File: src/hw/led_gp_regs.svh
`ifndef LED_GP_REGS_SVH
`define LED_GP_REGS_SVH

// ----------------------------------------
// register offsets
// ----------------------------------------
`define ADDR_RED_INTENSITY     8'h18
`define ADDR_GREEN_INTENSITY   8'h19
`define ADDR_BLUE_INTENSITY    8'h1A
`define ADDR_PIN1_VALUE        8'h1B
`define ADDR_PIN2_VALUE        8'h1C
`define ADDR_PIN3_VALUE        8'h1D
`define ADDR_BOUNCE_WINDOW     8'h1E
`define ADDR_DOUBLE_PRESS      8'h1F
`define ADDR_COLOUR_FADE       8'h20
`define ADDR_PIN_FADE          8'h21

// ----------------------------------------
// reset values and fields
// ----------------------------------------
`define RST_ZERO               8'h00
`define RST_BOUNCE_WINDOW      8'h19
`define UNMAPPED_READ          8'h00
`define PIN_LEVEL_BIT          0

// ----------------------------------------
// timing
// ----------------------------------------
`define CLK_PERIOD_NS          10
`define MS_TIME_NS             1000000
`define UNIT_TIME_MS           10
`define PWM_TOP                8'hFE

`endif

File: src/hw/led_gp_pkg.sv
package led_gp_pkg;

  // ----------------------------------------
  // pin modes, chosen outside this block
  // ----------------------------------------
  typedef enum logic [1:0] {
    GP_PWM,
    GP_OUTPUT,
    GP_ANALOG,
    GP_INPUT
  } gp_mode_e;

  // register access request, one cycle strobes
  typedef struct packed {
    logic       wr;
    logic       rd;
    logic [7:0] addr;
    logic [7:0] wdata;
  } reg_req_s;

  // sampled state of one general-purpose pin
  typedef struct packed {
    logic [7:0] analog;
    logic       level;
  } gp_in_s;

endpackage

File: src/hw/led_gp_timing_regs.sv
`include "led_gp_regs.svh"

module led_gp_timing_regs #(
  parameter int unsigned MS_CYCLES = `MS_TIME_NS / `CLK_PERIOD_NS
) (
  input  wire logic                clk,
  input  wire logic                rst_n,
  input  wire led_gp_pkg::reg_req_s req,
  output logic               [7:0] rdata,
  output logic                     rdValid,
  input  wire led_gp_pkg::gp_mode_e gpMode [3],
  input  wire led_gp_pkg::gp_in_s  [2:0] gpIn,
  input  wire logic                rgbFitted,
  input  wire logic                stepCw,
  input  wire logic                stepCcw,
  input  wire logic                pushPress,
  output logic                     redPwm,
  output logic                     greenPwm,
  output logic                     bluePwm,
  output logic               [2:0] gpOut,
  output logic               [2:0] gpOe,
  output logic                     countCw,
  output logic                     countCcw,
  output logic                     doublePress
);

  typedef enum logic [1:0] {
    DIR_NONE,
    DIR_CW,
    DIR_CCW
  } dir_e;

  typedef enum logic {
    PRESS_IDLE,
    PRESS_ARMED
  } press_e;

  // ----------------------------------------
  // register file
  // ----------------------------------------
  logic [2:0][7:0] colour;
  logic [2:0][7:0] pinValue;
  logic      [7:0] bounceWindow;
  logic      [7:0] pressWindow;
  logic      [7:0] colourFade;
  logic      [7:0] pinFade;
  logic [2:0][7:0] next_colour;
  logic [2:0][7:0] next_pinValue;
  logic      [7:0] next_bounceWindow;
  logic      [7:0] next_pressWindow;
  logic      [7:0] next_colourFade;
  logic      [7:0] next_pinFade;
  logic      [7:0] next_rdata;

  // write decode
  always_comb
  begin
    next_colour       = colour;
    next_pinValue     = pinValue;
    next_bounceWindow = bounceWindow;
    next_pressWindow  = pressWindow;
    next_colourFade   = colourFade;
    next_pinFade      = pinFade;
    if (req.wr)
    begin
      case (req.addr)
        `ADDR_RED_INTENSITY:   next_colour[0]    = req.wdata;
        `ADDR_GREEN_INTENSITY: next_colour[1]    = req.wdata;
        `ADDR_BLUE_INTENSITY:  next_colour[2]    = req.wdata;
        `ADDR_PIN1_VALUE:      next_pinValue[0]  = req.wdata;
        `ADDR_PIN2_VALUE:      next_pinValue[1]  = req.wdata;
        `ADDR_PIN3_VALUE:      next_pinValue[2]  = req.wdata;
        `ADDR_BOUNCE_WINDOW:   next_bounceWindow = req.wdata;
        `ADDR_DOUBLE_PRESS:    next_pressWindow  = req.wdata;
        `ADDR_COLOUR_FADE:     next_colourFade   = req.wdata;
        `ADDR_PIN_FADE:        next_pinFade      = req.wdata;
        default:               next_colour       = colour;
      endcase
    end
  end

  // pin value read depends on pin mode
  function automatic logic [7:0] pinRead(input led_gp_pkg::gp_mode_e mode, input led_gp_pkg::gp_in_s pin,
                                         input logic [7:0] stored);
    logic [7:0] value;
    value = stored;
    case (mode)
      led_gp_pkg::GP_ANALOG: value = pin.analog;
      led_gp_pkg::GP_INPUT:  value = {7'h00, pin.level};
      default:               value = stored;
    endcase
    return value;
  endfunction

  // read mux
  always_comb
  begin
    case (req.addr)
      `ADDR_RED_INTENSITY:   next_rdata = colour[0];
      `ADDR_GREEN_INTENSITY: next_rdata = colour[1];
      `ADDR_BLUE_INTENSITY:  next_rdata = colour[2];
      `ADDR_PIN1_VALUE:      next_rdata = pinRead(gpMode[0], gpIn[0], pinValue[0]);
      `ADDR_PIN2_VALUE:      next_rdata = pinRead(gpMode[1], gpIn[1], pinValue[1]);
      `ADDR_PIN3_VALUE:      next_rdata = pinRead(gpMode[2], gpIn[2], pinValue[2]);
      `ADDR_BOUNCE_WINDOW:   next_rdata = bounceWindow;
      `ADDR_DOUBLE_PRESS:    next_rdata = pressWindow;
      `ADDR_COLOUR_FADE:     next_rdata = colourFade;
      `ADDR_PIN_FADE:        next_rdata = pinFade;
      default:               next_rdata = `UNMAPPED_READ;
    endcase
    if (!req.rd)
    begin
      next_rdata = rdata;
    end
  end

  // register storage
  always_ff @(posedge clk)
  begin
    if (!rst_n)
    begin
      colour       <= {3{`RST_ZERO}};
      pinValue     <= {3{`RST_ZERO}};
      bounceWindow <= `RST_BOUNCE_WINDOW;
      pressWindow  <= `RST_ZERO;
      colourFade   <= `RST_ZERO;
      pinFade      <= `RST_ZERO;
      rdata        <= `RST_ZERO;
      rdValid      <= 1'b0;
    end
    else
    begin
      colour       <= next_colour;
      pinValue     <= next_pinValue;
      bounceWindow <= next_bounceWindow;
      pressWindow  <= next_pressWindow;
      colourFade   <= next_colourFade;
      pinFade      <= next_pinFade;
      rdata        <= next_rdata;
      rdValid      <= req.rd;
    end
  end

  // ----------------------------------------
  // millisecond and 10 ms enables
  // ----------------------------------------
  logic [16:0] msCount;
  logic  [3:0] unitCount;
  logic        msTick;
  logic        unitTick;
  logic [16:0] next_msCount;
  logic  [3:0] next_unitCount;

  // divider next state
  always_comb
  begin
    msTick         = (msCount == 17'(MS_CYCLES - 1));
    unitTick       = msTick && (unitCount == 4'(`UNIT_TIME_MS - 1));
    next_msCount   = msTick ? 17'h00000 : msCount + 17'h00001;
    next_unitCount = unitCount;
    if (msTick)
    begin
      next_unitCount = unitTick ? 4'h0 : unitCount + 4'h1;
    end
  end

  // divider registers
  always_ff @(posedge clk)
  begin
    if (!rst_n)
    begin
      msCount   <= 17'h00000;
      unitCount <= 4'h0;
    end
    else
    begin
      msCount   <= next_msCount;
      unitCount <= next_unitCount;
    end
  end

  // ----------------------------------------
  // rotation anti-bounce
  // ----------------------------------------
  dir_e       lastDir;
  dir_e       next_lastDir;
  logic [7:0] bounceTimer;
  logic [7:0] next_bounceTimer;
  logic       next_countCw;
  logic       next_countCcw;

  // opposite steps dropped while the window runs
  always_comb
  begin
    next_lastDir     = lastDir;
    next_bounceTimer = bounceTimer;
    next_countCw     = 1'b0;
    next_countCcw    = 1'b0;
    if (unitTick && bounceTimer != 8'h00)
    begin
      next_bounceTimer = bounceTimer - 8'h01;
    end
    if (stepCw && !(lastDir == DIR_CCW && bounceTimer != 8'h00))
    begin
      next_countCw     = 1'b1;
      next_lastDir     = DIR_CW;
      next_bounceTimer = bounceWindow;
    end
    else if (stepCcw && !(lastDir == DIR_CW && bounceTimer != 8'h00))
    begin
      next_countCcw    = 1'b1;
      next_lastDir     = DIR_CCW;
      next_bounceTimer = bounceWindow;
    end
  end

  // anti-bounce registers
  always_ff @(posedge clk)
  begin
    if (!rst_n)
    begin
      lastDir     <= DIR_NONE;
      bounceTimer <= 8'h00;
      countCw     <= 1'b0;
      countCcw    <= 1'b0;
    end
    else
    begin
      lastDir     <= next_lastDir;
      bounceTimer <= next_bounceTimer;
      countCw     <= next_countCw;
      countCcw    <= next_countCcw;
    end
  end

  // ----------------------------------------
  // double press detection
  // ----------------------------------------
  press_e     pressState;
  press_e     next_pressState;
  logic [7:0] pressTimer;
  logic [7:0] next_pressTimer;
  logic       next_doublePress;

  // second press inside the window reports once
  always_comb
  begin
    next_pressState  = pressState;
    next_pressTimer  = pressTimer;
    next_doublePress = 1'b0;
    case (pressState)
      PRESS_IDLE:
      begin
        if (pushPress && pressWindow != 8'h00)
        begin
          next_pressState = PRESS_ARMED;
          next_pressTimer = pressWindow;
        end
      end
      PRESS_ARMED:
      begin
        if (pressWindow == 8'h00)
        begin
          next_pressState = PRESS_IDLE;
        end
        else if (pushPress)
        begin
          next_doublePress = 1'b1;
          next_pressState  = PRESS_IDLE;
        end
        else if (unitTick)
        begin
          next_pressTimer = pressTimer - 8'h01;
          if (pressTimer == 8'h01)
          begin
            next_pressState = PRESS_IDLE;
          end
        end
      end
      default:
      begin
        next_pressState = PRESS_IDLE;
      end
    endcase
  end

  // double press registers
  always_ff @(posedge clk)
  begin
    if (!rst_n)
    begin
      pressState  <= PRESS_IDLE;
      pressTimer  <= 8'h00;
      doublePress <= 1'b0;
    end
    else
    begin
      pressState  <= next_pressState;
      pressTimer  <= next_pressTimer;
      doublePress <= next_doublePress;
    end
  end

  // ----------------------------------------
  // colour and pin channels
  // ----------------------------------------
  logic [2:0] colourPwm;
  logic [2:0] pinPwm;
  logic [2:0] pinIsPwm;

  for (genvar i = 0; i < 3; i++)
  begin : g_chan
    assign pinIsPwm[i] = (gpMode[i] == led_gp_pkg::GP_PWM);

    pwm_fade_channel u_colour (
      .clk        (clk),
      .rst_n      (rst_n),
      .msTick     (msTick),
      .fadeEnable (rgbFitted),
      .stepPeriod (colourFade),
      .target     (colour[i]),
      .duty       (),
      .pwmOut     (colourPwm[i])
    );

    pwm_fade_channel u_pin (
      .clk        (clk),
      .rst_n      (rst_n),
      .msTick     (msTick),
      .fadeEnable (pinIsPwm[i]),
      .stepPeriod (pinFade),
      .target     (pinValue[i]),
      .duty       (),
      .pwmOut     (pinPwm[i])
    );
  end

  // pin drive per mode
  always_comb
  begin
    for (int i = 0; i < 3; i++)
    begin
      case (gpMode[i])
        led_gp_pkg::GP_PWM:    gpOut[i] = pinPwm[i];
        led_gp_pkg::GP_OUTPUT: gpOut[i] = pinValue[i][`PIN_LEVEL_BIT];
        default:               gpOut[i] = 1'b0;
      endcase
      gpOe[i] = (gpMode[i] == led_gp_pkg::GP_PWM) || (gpMode[i] == led_gp_pkg::GP_OUTPUT);
    end
  end

  assign redPwm   = colourPwm[0];
  assign greenPwm = colourPwm[1];
  assign bluePwm  = colourPwm[2];
endmodule

File: src/hw/pwm_fade_channel.sv
`include "led_gp_regs.svh"

module pwm_fade_channel (
  input  wire logic       clk,
  input  wire logic       rst_n,
  input  wire logic       msTick,
  input  wire logic       fadeEnable,
  input  wire logic [7:0] stepPeriod,
  input  wire logic [7:0] target,
  output logic      [7:0] duty,
  output logic            pwmOut
);

  logic [7:0] pwmCount;
  logic [7:0] msCount;
  logic [7:0] next_pwmCount;
  logic [7:0] next_msCount;
  logic [7:0] next_duty;
  logic       next_pwmOut;

  // ----------------------------------------
  // pwm and fade next state
  // ----------------------------------------
  always_comb
  begin
    next_pwmCount = (pwmCount == `PWM_TOP) ? 8'h00 : pwmCount + 8'h01;
    next_pwmOut   = (pwmCount < duty);
    next_duty     = duty;
    next_msCount  = msCount;
    if (!fadeEnable || stepPeriod == 8'h00)
    begin
      next_duty    = target;
      next_msCount = 8'h00;
    end
    else if (duty == target)
    begin
      next_msCount = 8'h00;
    end
    else if (msTick)
    begin
      if (msCount == stepPeriod - 8'h01)
      begin
        next_msCount = 8'h00;
        next_duty    = (duty < target) ? duty + 8'h01 : duty - 8'h01;
      end
      else
      begin
        next_msCount = msCount + 8'h01;
      end
    end
  end

  // registers
  always_ff @(posedge clk)
  begin
    if (!rst_n)
    begin
      pwmCount <= 8'h00;
      msCount  <= 8'h00;
      duty     <= 8'h00;
      pwmOut   <= 1'b0;
    end
    else
    begin
      pwmCount <= next_pwmCount;
      msCount  <= next_msCount;
      duty     <= next_duty;
      pwmOut   <= next_pwmOut;
    end
  end
endmodule

File: config.mk
export PLATFORM = sky130hd
export DESIGN_NAME = led_gp_timing_regs
export DESIGN_NICKNAME = d
export VERILOG_FILES = /design/src/hw/led_gp_pkg.sv /design/src/hw/led_gp_timing_regs.sv /design/src/hw/pwm_fade_channel.sv
export VERILOG_INCLUDE_DIRS = /design/src /design/src/hw
export SDC_FILE = /design/constraint.sdc
export NUM_CORES = 1
export LEC_CHECK = 0
export BUFFER_PORTS_ARGS = -buffer_cell sky130_fd_sc_hd__buf_2
export CAP_MARGIN = 20
export CORE_MARGIN = 10
export CORE_UTILIZATION = 35
export DETAILED_ROUTE_END_ITERATION = 8
export GPL_TIMING_DRIVEN = 1
export PLACE_DENSITY = 0.55
export SYNTH_ARGS = -nofsm -noshare
export SYNTH_HDL_FRONTEND = slang
export SYNTH_SLANG_ARGS = --single-unit
File: constraint.sdc
create_clock -name clk -period 8.05 [get_ports clk]
set_input_delay 0.4025 -clock clk [delete_from_list [all_inputs] [get_ports clk]]
set_output_delay 0.4025 -clock clk [all_outputs]
set_load 0.005 [all_outputs]
==> load_flow_metrics.sql, run 1 <==
INSERT INTO impl_metrics (metric_group, metric, value, unit) VALUES
('setup_path', 'worstReg2RegStart', 'g_chan[2].u_colour.duty[1]', ''),
('timing', 'timing.setup.tns', '0', 'ns'),
('yosys', 'mean_syn_cell_area', '8.50', 'µm²'),
('global_route', 'antenna_found_initial', '3', ''),
('floorplanning', 'start_util', '35.3', '%'),
('yosys', 'synthMostInstantiatedCell', 'sky130_fd_sc_hd__dfxtp_1', ''),
('floorplanning', 'floorplan.die_area', '60900', 'µm²'),
('clock_tree', 'cts_buffers', '37', ''),
('setup_path', 'timing.critical_path.from', 'g_chan[2].u_colour.duty[1]', ''),
('clock_tree', 'insertion_delay', '0.56', 'ns'),
('yosys', 'edff_count_synth', '0', ''),
('pwr', 'p_int', '2.65', 'mW'),
('pwr', 'power_switching', '0.807', 'mW'),
('flow_run', 'drv.max_cap_violation_count', '0', ''),
('routing', 'finalWirelength', '50600', 'µm'),
('placement', 'port_buffers', '77', ''),
('yosys', 'syn_nets', '2343', ''),
('timing', 'setup_violations', '0', ''),
('clock_tree', 'h-tree-depth', '2', ''),
('global_route', 'grt_pass1_wl', '80300', 'µm'),
('global_route', 'grtUsageTotal', '16.3', '%'),
('timing', 'timing_worst_slew_pin_value', '1.12', 'ns'),
('final_layout', 'nets', '2374', ''),
('clock_tree', 'cts.sinks', '282', ''),
('pwr', 'seq_power_share', '41.4', '%'),
('routing', 'detail_route.drc_violations', '0', ''),
('yosys', 'synthDominantCellAreaShare', '31.3', '%'),
('timing', 'final_hold_viol_count', '0', ''),
('timing', 'rsz0062_at_grt', 'no', ''),
('timing', 'number_of_slew_limit_violations_in_the_final_report', '0', ''),
('setup_path', 'worstPathArrival', '3.98', 'ns'),
('yosys', 'post_synth_most_frequent_cells', 'sky130_fd_sc_hd__dfxtp_1, sky130_fd_sc_hd__nor2_1, sky130_fd_sc_hd__ha_1, sky130_fd_sc_hd__nand2_1, sky130_fd_sc_hd__inv_1', ''),
('routing', 'via_count', '15100', ''),
('floorplanning', 'io_pins', '78', ''),
('clock_tree', 'cts_tree', 'done', ''),
('final_layout', 'layout-drive-gt1-share', '8.50', '%'),
('setup_path', 'startpoint_class_of_the_critical_path', 'flop', ''),
('timing', 'finalHoldWorstSlack', '0.129', 'ns'),
('yosys', 'synth_area', '18000', 'µm²'),
('floorplanning', 'die_y', '247', 'µm'),
('final_layout', 'stdcell_area', '20300', 'µm²'),
('clock_tree', 'postCtsSetupRepairBufs', '0', ''),
('pwr', 'power_density', '170', 'nW/µm²'),
('placement', 'hpwlAfterDp', '37500', 'µm'),
('yosys', 'post_synth_num_cell_types', '77', ''),
('timing', 'finalCritPeriodShare', '43.3', '%'),
('floorplanning', 'placement_rows', '83', ''),
('timing', 'clock.fmax', '287', 'MHz'),
('yosys', 'dominant_synthesized_flop_cell', 'sky130_fd_sc_hd__dfxtp_1', ''),
('floorplanning', 'core-area', '51100', 'µm²'),
('global_route', 'grt_overflow_total', '0', ''),
('routing', 'antenna_violating_nets_post_route', '0', ''),
('setup_path', 'setup.worst_path.class', 'reg -> reg', ''),
('clock_tree', 'cts.repair.resized', '0', ''),
('clock_tree', 'ctsRootBufferMaster', 'sky130_fd_sc_hd__clkbuf_16', ''),
('routing', 'routedWlPerCell', '17.7', 'µm'),
('yosys', 'synth.area.top_cells', 'sky130_fd_sc_hd__dfxtp_1, sky130_fd_sc_hd__ha_1, sky130_fd_sc_hd__mux2i_1, sky130_fd_sc_hd__xor2_1, sky130_fd_sc_hd__xnor2_1', ''),
('yosys', 'ys_ff_latch', '282', ''),
('setup_path', 'critPathMaxFanout', '9', ''),
('clock_tree', 'clockBufferDepth', '3', ''),
('yosys', 'leading_area_contributor_after_synthesis', 'sky130_fd_sc_hd__dfxtp_1', ''),
('routing', 'route.detailed.vias_per_inst', '5.29', ''),
('clock_tree', 'worst_setup_hold_path_clk_slew', '0.06', 'ns'),
('floorplanning', 'chipWidth', '247', 'µm'),
('pwr', 'switching_share', '23.3', '%'),
('setup_path', 'worst_endpoint_required_time', '8.55', 'ns'),
('routing', 'detailedRoute.firstPassIterationCount', '7', ''),
('hold_path', 'hold_start', 'pushPress', ''),
('final_layout', 'synthToLayoutAreaGrowth', '12.8', '%'),
('run_status', 'outcome', 'finished clean', ''),
('timing', 'relSlewSlack', '25.0', '%');
## power by group through the flow
stage          Combinational [mW]  Clock (mW)  Sequential (mW)
2_1_floorplan               0.120           0             1.46
3_3_place_gp                0.180           0             1.46
3_5_place_dp                0.183           0             1.46
4_1_cts                     0.184        1.89             1.43
5_1_grt                     0.203        1.95             1.43
6_report                    0.184        1.84             1.43
## layer usage
| metal | vias up | routed length [µm] | global-route usage (%) |
|---|---|---|---|
| li1 | 7536 | - | - |
| met1 | 7186 | 24000 | 21.9 |
| met2 | 320 | 22000 | 25.2 |
| met3 | 76 | 3470 | 4.34 |
| met4 | 2 | 1100 | 4.71 |
| met5 | - | 13 | 0 |
## kinds of logic after synthesis
kind of cell             after synthesis  synth area share (%)
AO/OA/AOI/OAI                        386                  14.4
buffers and inverters                215                  4.63
adder cells (fa/ha/maj)              166                  11.8
flip-flops                           282                  31.3
XOR/XNOR                             190                  9.47
multiplexers                         118                  6.59
AND/OR/NAND/NOR                      763                  21.8
## area by class of cell
type | instances | area (µm²)
Timing Repair Buffer | 85 | 452
Fill cell | 5161 | 30800
Clock inverter | 17 | 287
Inverter | 122 | 458
Clock buffer | 48 | 1070
Tap cell | 680 | 851
Multi-Input combinational cell | 1623 | 11500
Antenna cell | 3 | 7.51
Sequential cell | 282 | 5650
## final timing paths
kind	end	slack, ns	depth (start not counted)
hold reg to reg	msCount[0]	0.45	1
setup / recovery	g_chan[2].u_colour.duty[7]	4.57	13
hold / removal	doublePress	0.13	3
setup reg to reg	g_chan[2].u_colour.duty[7]	4.57	13
## worst max-delay path, cell delays in order, from the launching register on
cell and delay (ns):
sky130_fd_sc_hd__dfxtp_1 0.44, sky130_fd_sc_hd__ha_1 0.29, sky130_fd_sc_hd__nor2b_1 0.14, sky130_fd_sc_hd__o211ai_1 0.15, sky130_fd_sc_hd__a21oi_1 0.08, sky130_fd_sc_hd__a211o_1 0.42
sky130_fd_sc_hd__ha_1 0.40, sky130_fd_sc_hd__a21oi_1 0.17, sky130_fd_sc_hd__nor2_1 0.05, sky130_fd_sc_hd__a311oi_1 0.42, sky130_fd_sc_hd__a21oi_1 0.15, sky130_fd_sc_hd__xnor2_1 0.16
sky130_fd_sc_hd__or4_1 0.48, sky130_fd_sc_hd__nand3_1 0.09
## layout by cell type, fill, tap and decap left out, types with 9 or more instances in the layout
cell | synthesis | final
sky130_fd_sc_hd__a211oi_1 | 11 | 11
sky130_fd_sc_hd__a21boi_0 | 22 | 22
sky130_fd_sc_hd__a21o_1 | 31 | 31
sky130_fd_sc_hd__a21oi_1 | 90 | 90
sky130_fd_sc_hd__a22oi_1 | 26 | 26
sky130_fd_sc_hd__a32oi_1 | 12 | 12
sky130_fd_sc_hd__and3_1 | 32 | 32
sky130_fd_sc_hd__buf_2 | 4 | 76
sky130_fd_sc_hd__clkbuf_16 | 0 | 38
sky130_fd_sc_hd__dfxtp_1 | 282 | 282
sky130_fd_sc_hd__ha_1 | 160 | 160
sky130_fd_sc_hd__inv_1 | 119 | 119
sky130_fd_sc_hd__mux2i_1 | 113 | 113
sky130_fd_sc_hd__nand2_1 | 151 | 151
sky130_fd_sc_hd__nand2b_1 | 30 | 30
sky130_fd_sc_hd__nand3_1 | 89 | 89
sky130_fd_sc_hd__nand4_1 | 44 | 44
sky130_fd_sc_hd__nor2_1 | 184 | 183
sky130_fd_sc_hd__nor2b_1 | 105 | 105
sky130_fd_sc_hd__nor3_1 | 30 | 30
sky130_fd_sc_hd__nor4_1 | 10 | 10
sky130_fd_sc_hd__o211ai_1 | 12 | 12
sky130_fd_sc_hd__o21ai_0 | 64 | 64
sky130_fd_sc_hd__o21bai_1 | 10 | 10
sky130_fd_sc_hd__o22ai_1 | 9 | 9
sky130_fd_sc_hd__o31ai_1 | 9 | 9
sky130_fd_sc_hd__or2_2 | 15 | 15
sky130_fd_sc_hd__or3_1 | 20 | 20
sky130_fd_sc_hd__or4_1 | 9 | 9
sky130_fd_sc_hd__xnor2_1 | 86 | 86
sky130_fd_sc_hd__xor2_1 | 101 | 101
## metrics by stage
| stage | worst slack (ns) | utilization (%) | power, mW | instances |
|---|---|---|---|---|
| 2_1_floorplan | 4.91 | - | 1.58 | 2120 |
| 3_3_place_gp | 4.68 | 37.1 | 1.64 | 2791 |
| 3_5_place_dp | 4.62 | 37.1 | 1.65 | 2791 |
| 4_1_cts | 4.60 | 39.7 | 3.50 | 2856 |
| 5_1_grt | 4.34 | 39.8 | 3.58 | 2858 |
| 6_report | 4.57 | 39.8 | 3.46 | 2860 |
## state kept, by name, indices dropped and copies added (netlist names), 17 cells and up
| signal | flops |
|---|---|
| g_chan.u_colour.pwmCount | 24 |
| msCount | 17 |
| g_chan.u_pin.pwmCount | 24 |
| g_chan.u_pin.duty | 24 |
| g_chan.u_colour.duty | 24 |
| colour | 24 |
| g_chan.u_colour.msCount | 24 |
| pinValue | 24 |
| g_chan.u_pin.msCount | 24 |
Power figures use the tool's default switching activity.
==> inputs of run 2 (changes only) <==
==> constraint.sdc (replaced) <==
create_clock -name clk -period 3.4 [get_ports clk]
set_input_delay 0.17 -clock clk [delete_from_list [all_inputs] [get_ports clk]]
set_output_delay 0.17 -clock clk [all_outputs]
set_load 0.005 [all_outputs]
==> run 2 against run 1 <==
Net effect:
- non-clock buffer count up 73
- clock skew rose by 0.00088 ns
- sequential share of layout area shrank 0.64 points
- sequential power grew 140%
- global-route usage up 0.43 points
- utilization grew 0.97 points
- worst hold slack lost 0.071 ns
- critical path depth increased by 1
- final area up 2.4%
- flip-flop and latch count did not move
- power increased by 130%
- highest routed layer is now met4
==> load_flow_metrics.sql, run 2 (synthesis gave the netlist of run 1 again) <==
INSERT INTO impl_metrics (metric_group, metric, value, unit) VALUES
('run_status', 'outcome', 'finished clean', ''),
('routing', 'routedWlPerCell', '17.7', 'µm'),
('global_route', 'grt_pass1_wl', '82600', 'µm'),
('hold_path', 'worstHoldPathCells', '3', ''),
('setup_path', 'worstReg2RegStart', 'pinValue[9]', ''),
('hold_path', 'hold_class', 'in -> reg', ''),
('timing', 'setup_violations', '0', ''),
('final_layout', 'post-route-util', '40.7', '%'),
('global_route', 'grt_util_met2', '26.9', '%'),
('final_layout', 'layout-drive-gt1-share', '11.8', '%'),
('routing', 'via_count', '15400', ''),
('hold_path', 'hold_start', 'req[4]', ''),
('global_route', 'grtUsageTotal', '16.7', '%'),
('clock_tree', 'cts_tree', 'done', ''),
('timing', 'clock.fmax', '304', 'MHz'),
('floorplanning', 'start_util', '35.3', '%'),
('routing', 'antenna_violating_nets_post_route', '0', ''),
('routing', 'detail_route.drc_violations', '0', ''),
('global_route', 'grt_overflow_total', '0', ''),
('global_route', 'grt_start_max_net_pins', '112', ''),
('setup_path', 'worstSetupEndpointType', 'flop', ''),
('final_layout', 'final_common_cell', 'sky130_fd_sc_hd__dfxtp_1', ''),
('global_route', 'antenna_found_initial', '4', ''),
('routing', 'finalWirelength', '51800', 'µm'),
('global_route', 'vias_in_the_first_global_route', '15100', ''),
('clock_tree', 'insertion_delay', '0.56', 'ns'),
('timing', 'relSlewSlack', '32.2', '%'),
('setup_path', 'setup.worst_path.class', 'reg -> reg', ''),
('clock_tree', 'ctsRootBufferMaster', 'sky130_fd_sc_hd__clkbuf_16', ''),
('routing', 'detailed_route_iter0_violations', '854', ''),
('floorplanning', 'die_y', '247', 'µm'),
('timing', 'rsz0062_at_grt', 'yes', ''),
('clock_tree', 'cts_buffers', '36', ''),
('global_route', 'grt_util_met3', '3.19', '%'),
('setup_path', 'critPathMaxFanout', '9', ''),
('pwr', 'static-leakage-power', '8.13', 'nW'),
('setup_path', 'startpoint_class_of_the_critical_path', 'flop', ''),
('final_layout', 'synthToLayoutAreaGrowth', '15.5', '%'),
('clock_tree', 'clockBufferDepth', '3', ''),
('routing', 'route.detailed.vias_per_inst', '5.25', ''),
('pwr', 'vdd_ir_drop_max', '0.277', 'mV'),
('clock_tree', 'h-tree-depth', '2', ''),
('floorplanning', 'chipWidth', '247', 'µm'),
('setup_path', 'worstReg2RegEnd', 'g_chan[1].u_pin.duty[7]', ''),
('setup_path', 'worst-r2r-setup-slack', '0.11', 'ns'),
('timing', 'timing.setup.tns', '0', 'ns'),
('routing', 'detailedRoute.firstPassIterationCount', '5', ''),
('placement', 'port_buffers', '77', ''),
('clock_tree', 'cts.sinks', '282', ''),
('timing', 'final_hold_viol_count', '0', ''),
('global_route', 'grt.met1_usage', '22.4', '%'),
('final_layout', 'layout.cells.most_common_list', 'sky130_fd_sc_hd__dfxtp_1, sky130_fd_sc_hd__nor2_1, sky130_fd_sc_hd__ha_1', ''),
('timing', 'min_period', '3.29', 'ns'),
('placement', 'hpwlAfterDp', '39100', 'µm'),
('global_route', 'busiest_layer', 'met2', ''),
('timing', 'finalCritPeriodShare', '96.7', '%'),
('floorplanning', 'io_pins', '78', ''),
('setup_path', 'worst_r2r_path_depth', '14', ''),
('timing', 'timing_worst_slew_pin_value', '1.02', 'ns'),
('setup_path', 'worst_endpoint_required_time', '3.90', 'ns'),
('floorplanning', 'floorplan.die_area', '60900', 'µm²'),
('hold_path', 'holdPathEnd', 'colourFade[4]', ''),
('placement', 'gpl.final_weighted_congestion', '0.887', ''),
('timing', 'number_of_slew_limit_violations_in_the_final_report', '0', ''),
('final_layout', 'nets', '2446', ''),
('floorplanning', 'core-area', '51100', 'µm²'),
('floorplanning', 'placement_rows', '83', ''),
('clock_tree', 'worst_setup_hold_path_clk_slew', '0.06', 'ns'),
('timing', 'finalHoldWorstSlack', '0.0579', 'ns'),
('timing', 'worst_clock_skew', '0.0247', 'ns'),
('flow_run', 'drv.max_cap_violation_count', '0', ''),
('pwr', 'totalPowerFinal', '7.81', 'mW'),
('setup_path', 'worstPathArrival', '3.79', 'ns'),
('pwr', 'power_density', '375', 'nW/µm²');
==> run 2: power by group <==
group	internal [mW]	switching (mW)
combinational	0.184	0.262
sequential	3.35	0.0441
clock	2.43	1.54
==> run 2: worst max-delay path, cell delays in order, from the launching register on <==
cell and delay, ns:
sky130_fd_sc_hd__dfxtp_1 0.33, sky130_fd_sc_hd__inv_1 0.05, sky130_fd_sc_hd__ha_1 0.27, sky130_fd_sc_hd__nor2b_1 0.13
sky130_fd_sc_hd__o211ai_1 0.15, sky130_fd_sc_hd__a21oi_1 0.08, sky130_fd_sc_hd__a211o_2 0.43, sky130_fd_sc_hd__ha_1 0.39
sky130_fd_sc_hd__nand3_1 0.10, sky130_fd_sc_hd__o211ai_1 0.28, sky130_fd_sc_hd__nor4_1 0.08, sky130_fd_sc_hd__nor3_1 0.25
sky130_fd_sc_hd__xnor2_1 0.12, sky130_fd_sc_hd__or4_1 0.48, sky130_fd_sc_hd__nand3_1 0.09
==> run 2: area by class of cell <==
cell class | instances | area [µm²]
Timing Repair Buffer | 158 | 1020
Multi-Input combinational cell | 1623 | 11600
Inverter | 122 | 458
Sequential cell | 282 | 5650
Fill cell | 5106 | 30300
Clock inverter | 12 | 173
Clock buffer | 51 | 1040
Antenna cell | 1 | 2.50
Tap cell | 680 | 851
==> run 2: repair_timing <==
action,4_1_cts,5_1_grt
hold endpoints to repair,6,0
buffers inserted,0,3
setup endpoints to repair,1,6
gates resized for setup,1,17
gates cloned,0,0
pin swaps,0,5
hold buffers,3,0
==> run 2: worst max path at each step <==
stage	start	to	slack (ns)	depth (start not counted)
floorplan	colour[17]	g_chan[2].u_colour.duty[7]	0.26	14
global placement	g_chan[0].u_colour.duty[1]	g_chan[0].u_colour.duty[7]	0.14	13
detailed placement	g_chan[0].u_colour.duty[1]	g_chan[0].u_colour.duty[7]	0.01	13
CTS	g_chan[1].u_pin.duty[1]	g_chan[1].u_pin.duty[7]	0.07	13
global route	pinValue[9]	g_chan[1].u_pin.duty[7]	-0.06	14
finish	pinValue[9]	g_chan[1].u_pin.duty[7]	0.11	14
==> run 2: per-stage QoR <==
stage | area (µm²) | setup WS [ns] | std cells
after global routing | 20800 | -0.0558 | 2929
final | 20800 | 0.113 | 2929
after CTS | 20700 | 0.0684 | 2925
after global placement | 19500 | 0.136 | 2859
after detailed placement | 19500 | 0.0148 | 2859
after floorplan | 18000 | 0.265 | 2120
==> run 2: routing by layer <==
| metal | share of wire, % | routed length (µm) |
|---|---|---|
| met1 | 47 | 24200 |
| met4 | 2.1 | 1110 |
| met3 | 6.1 | 3150 |
| met2 | 45 | 23300 |
| met5 | 0 | 0 |
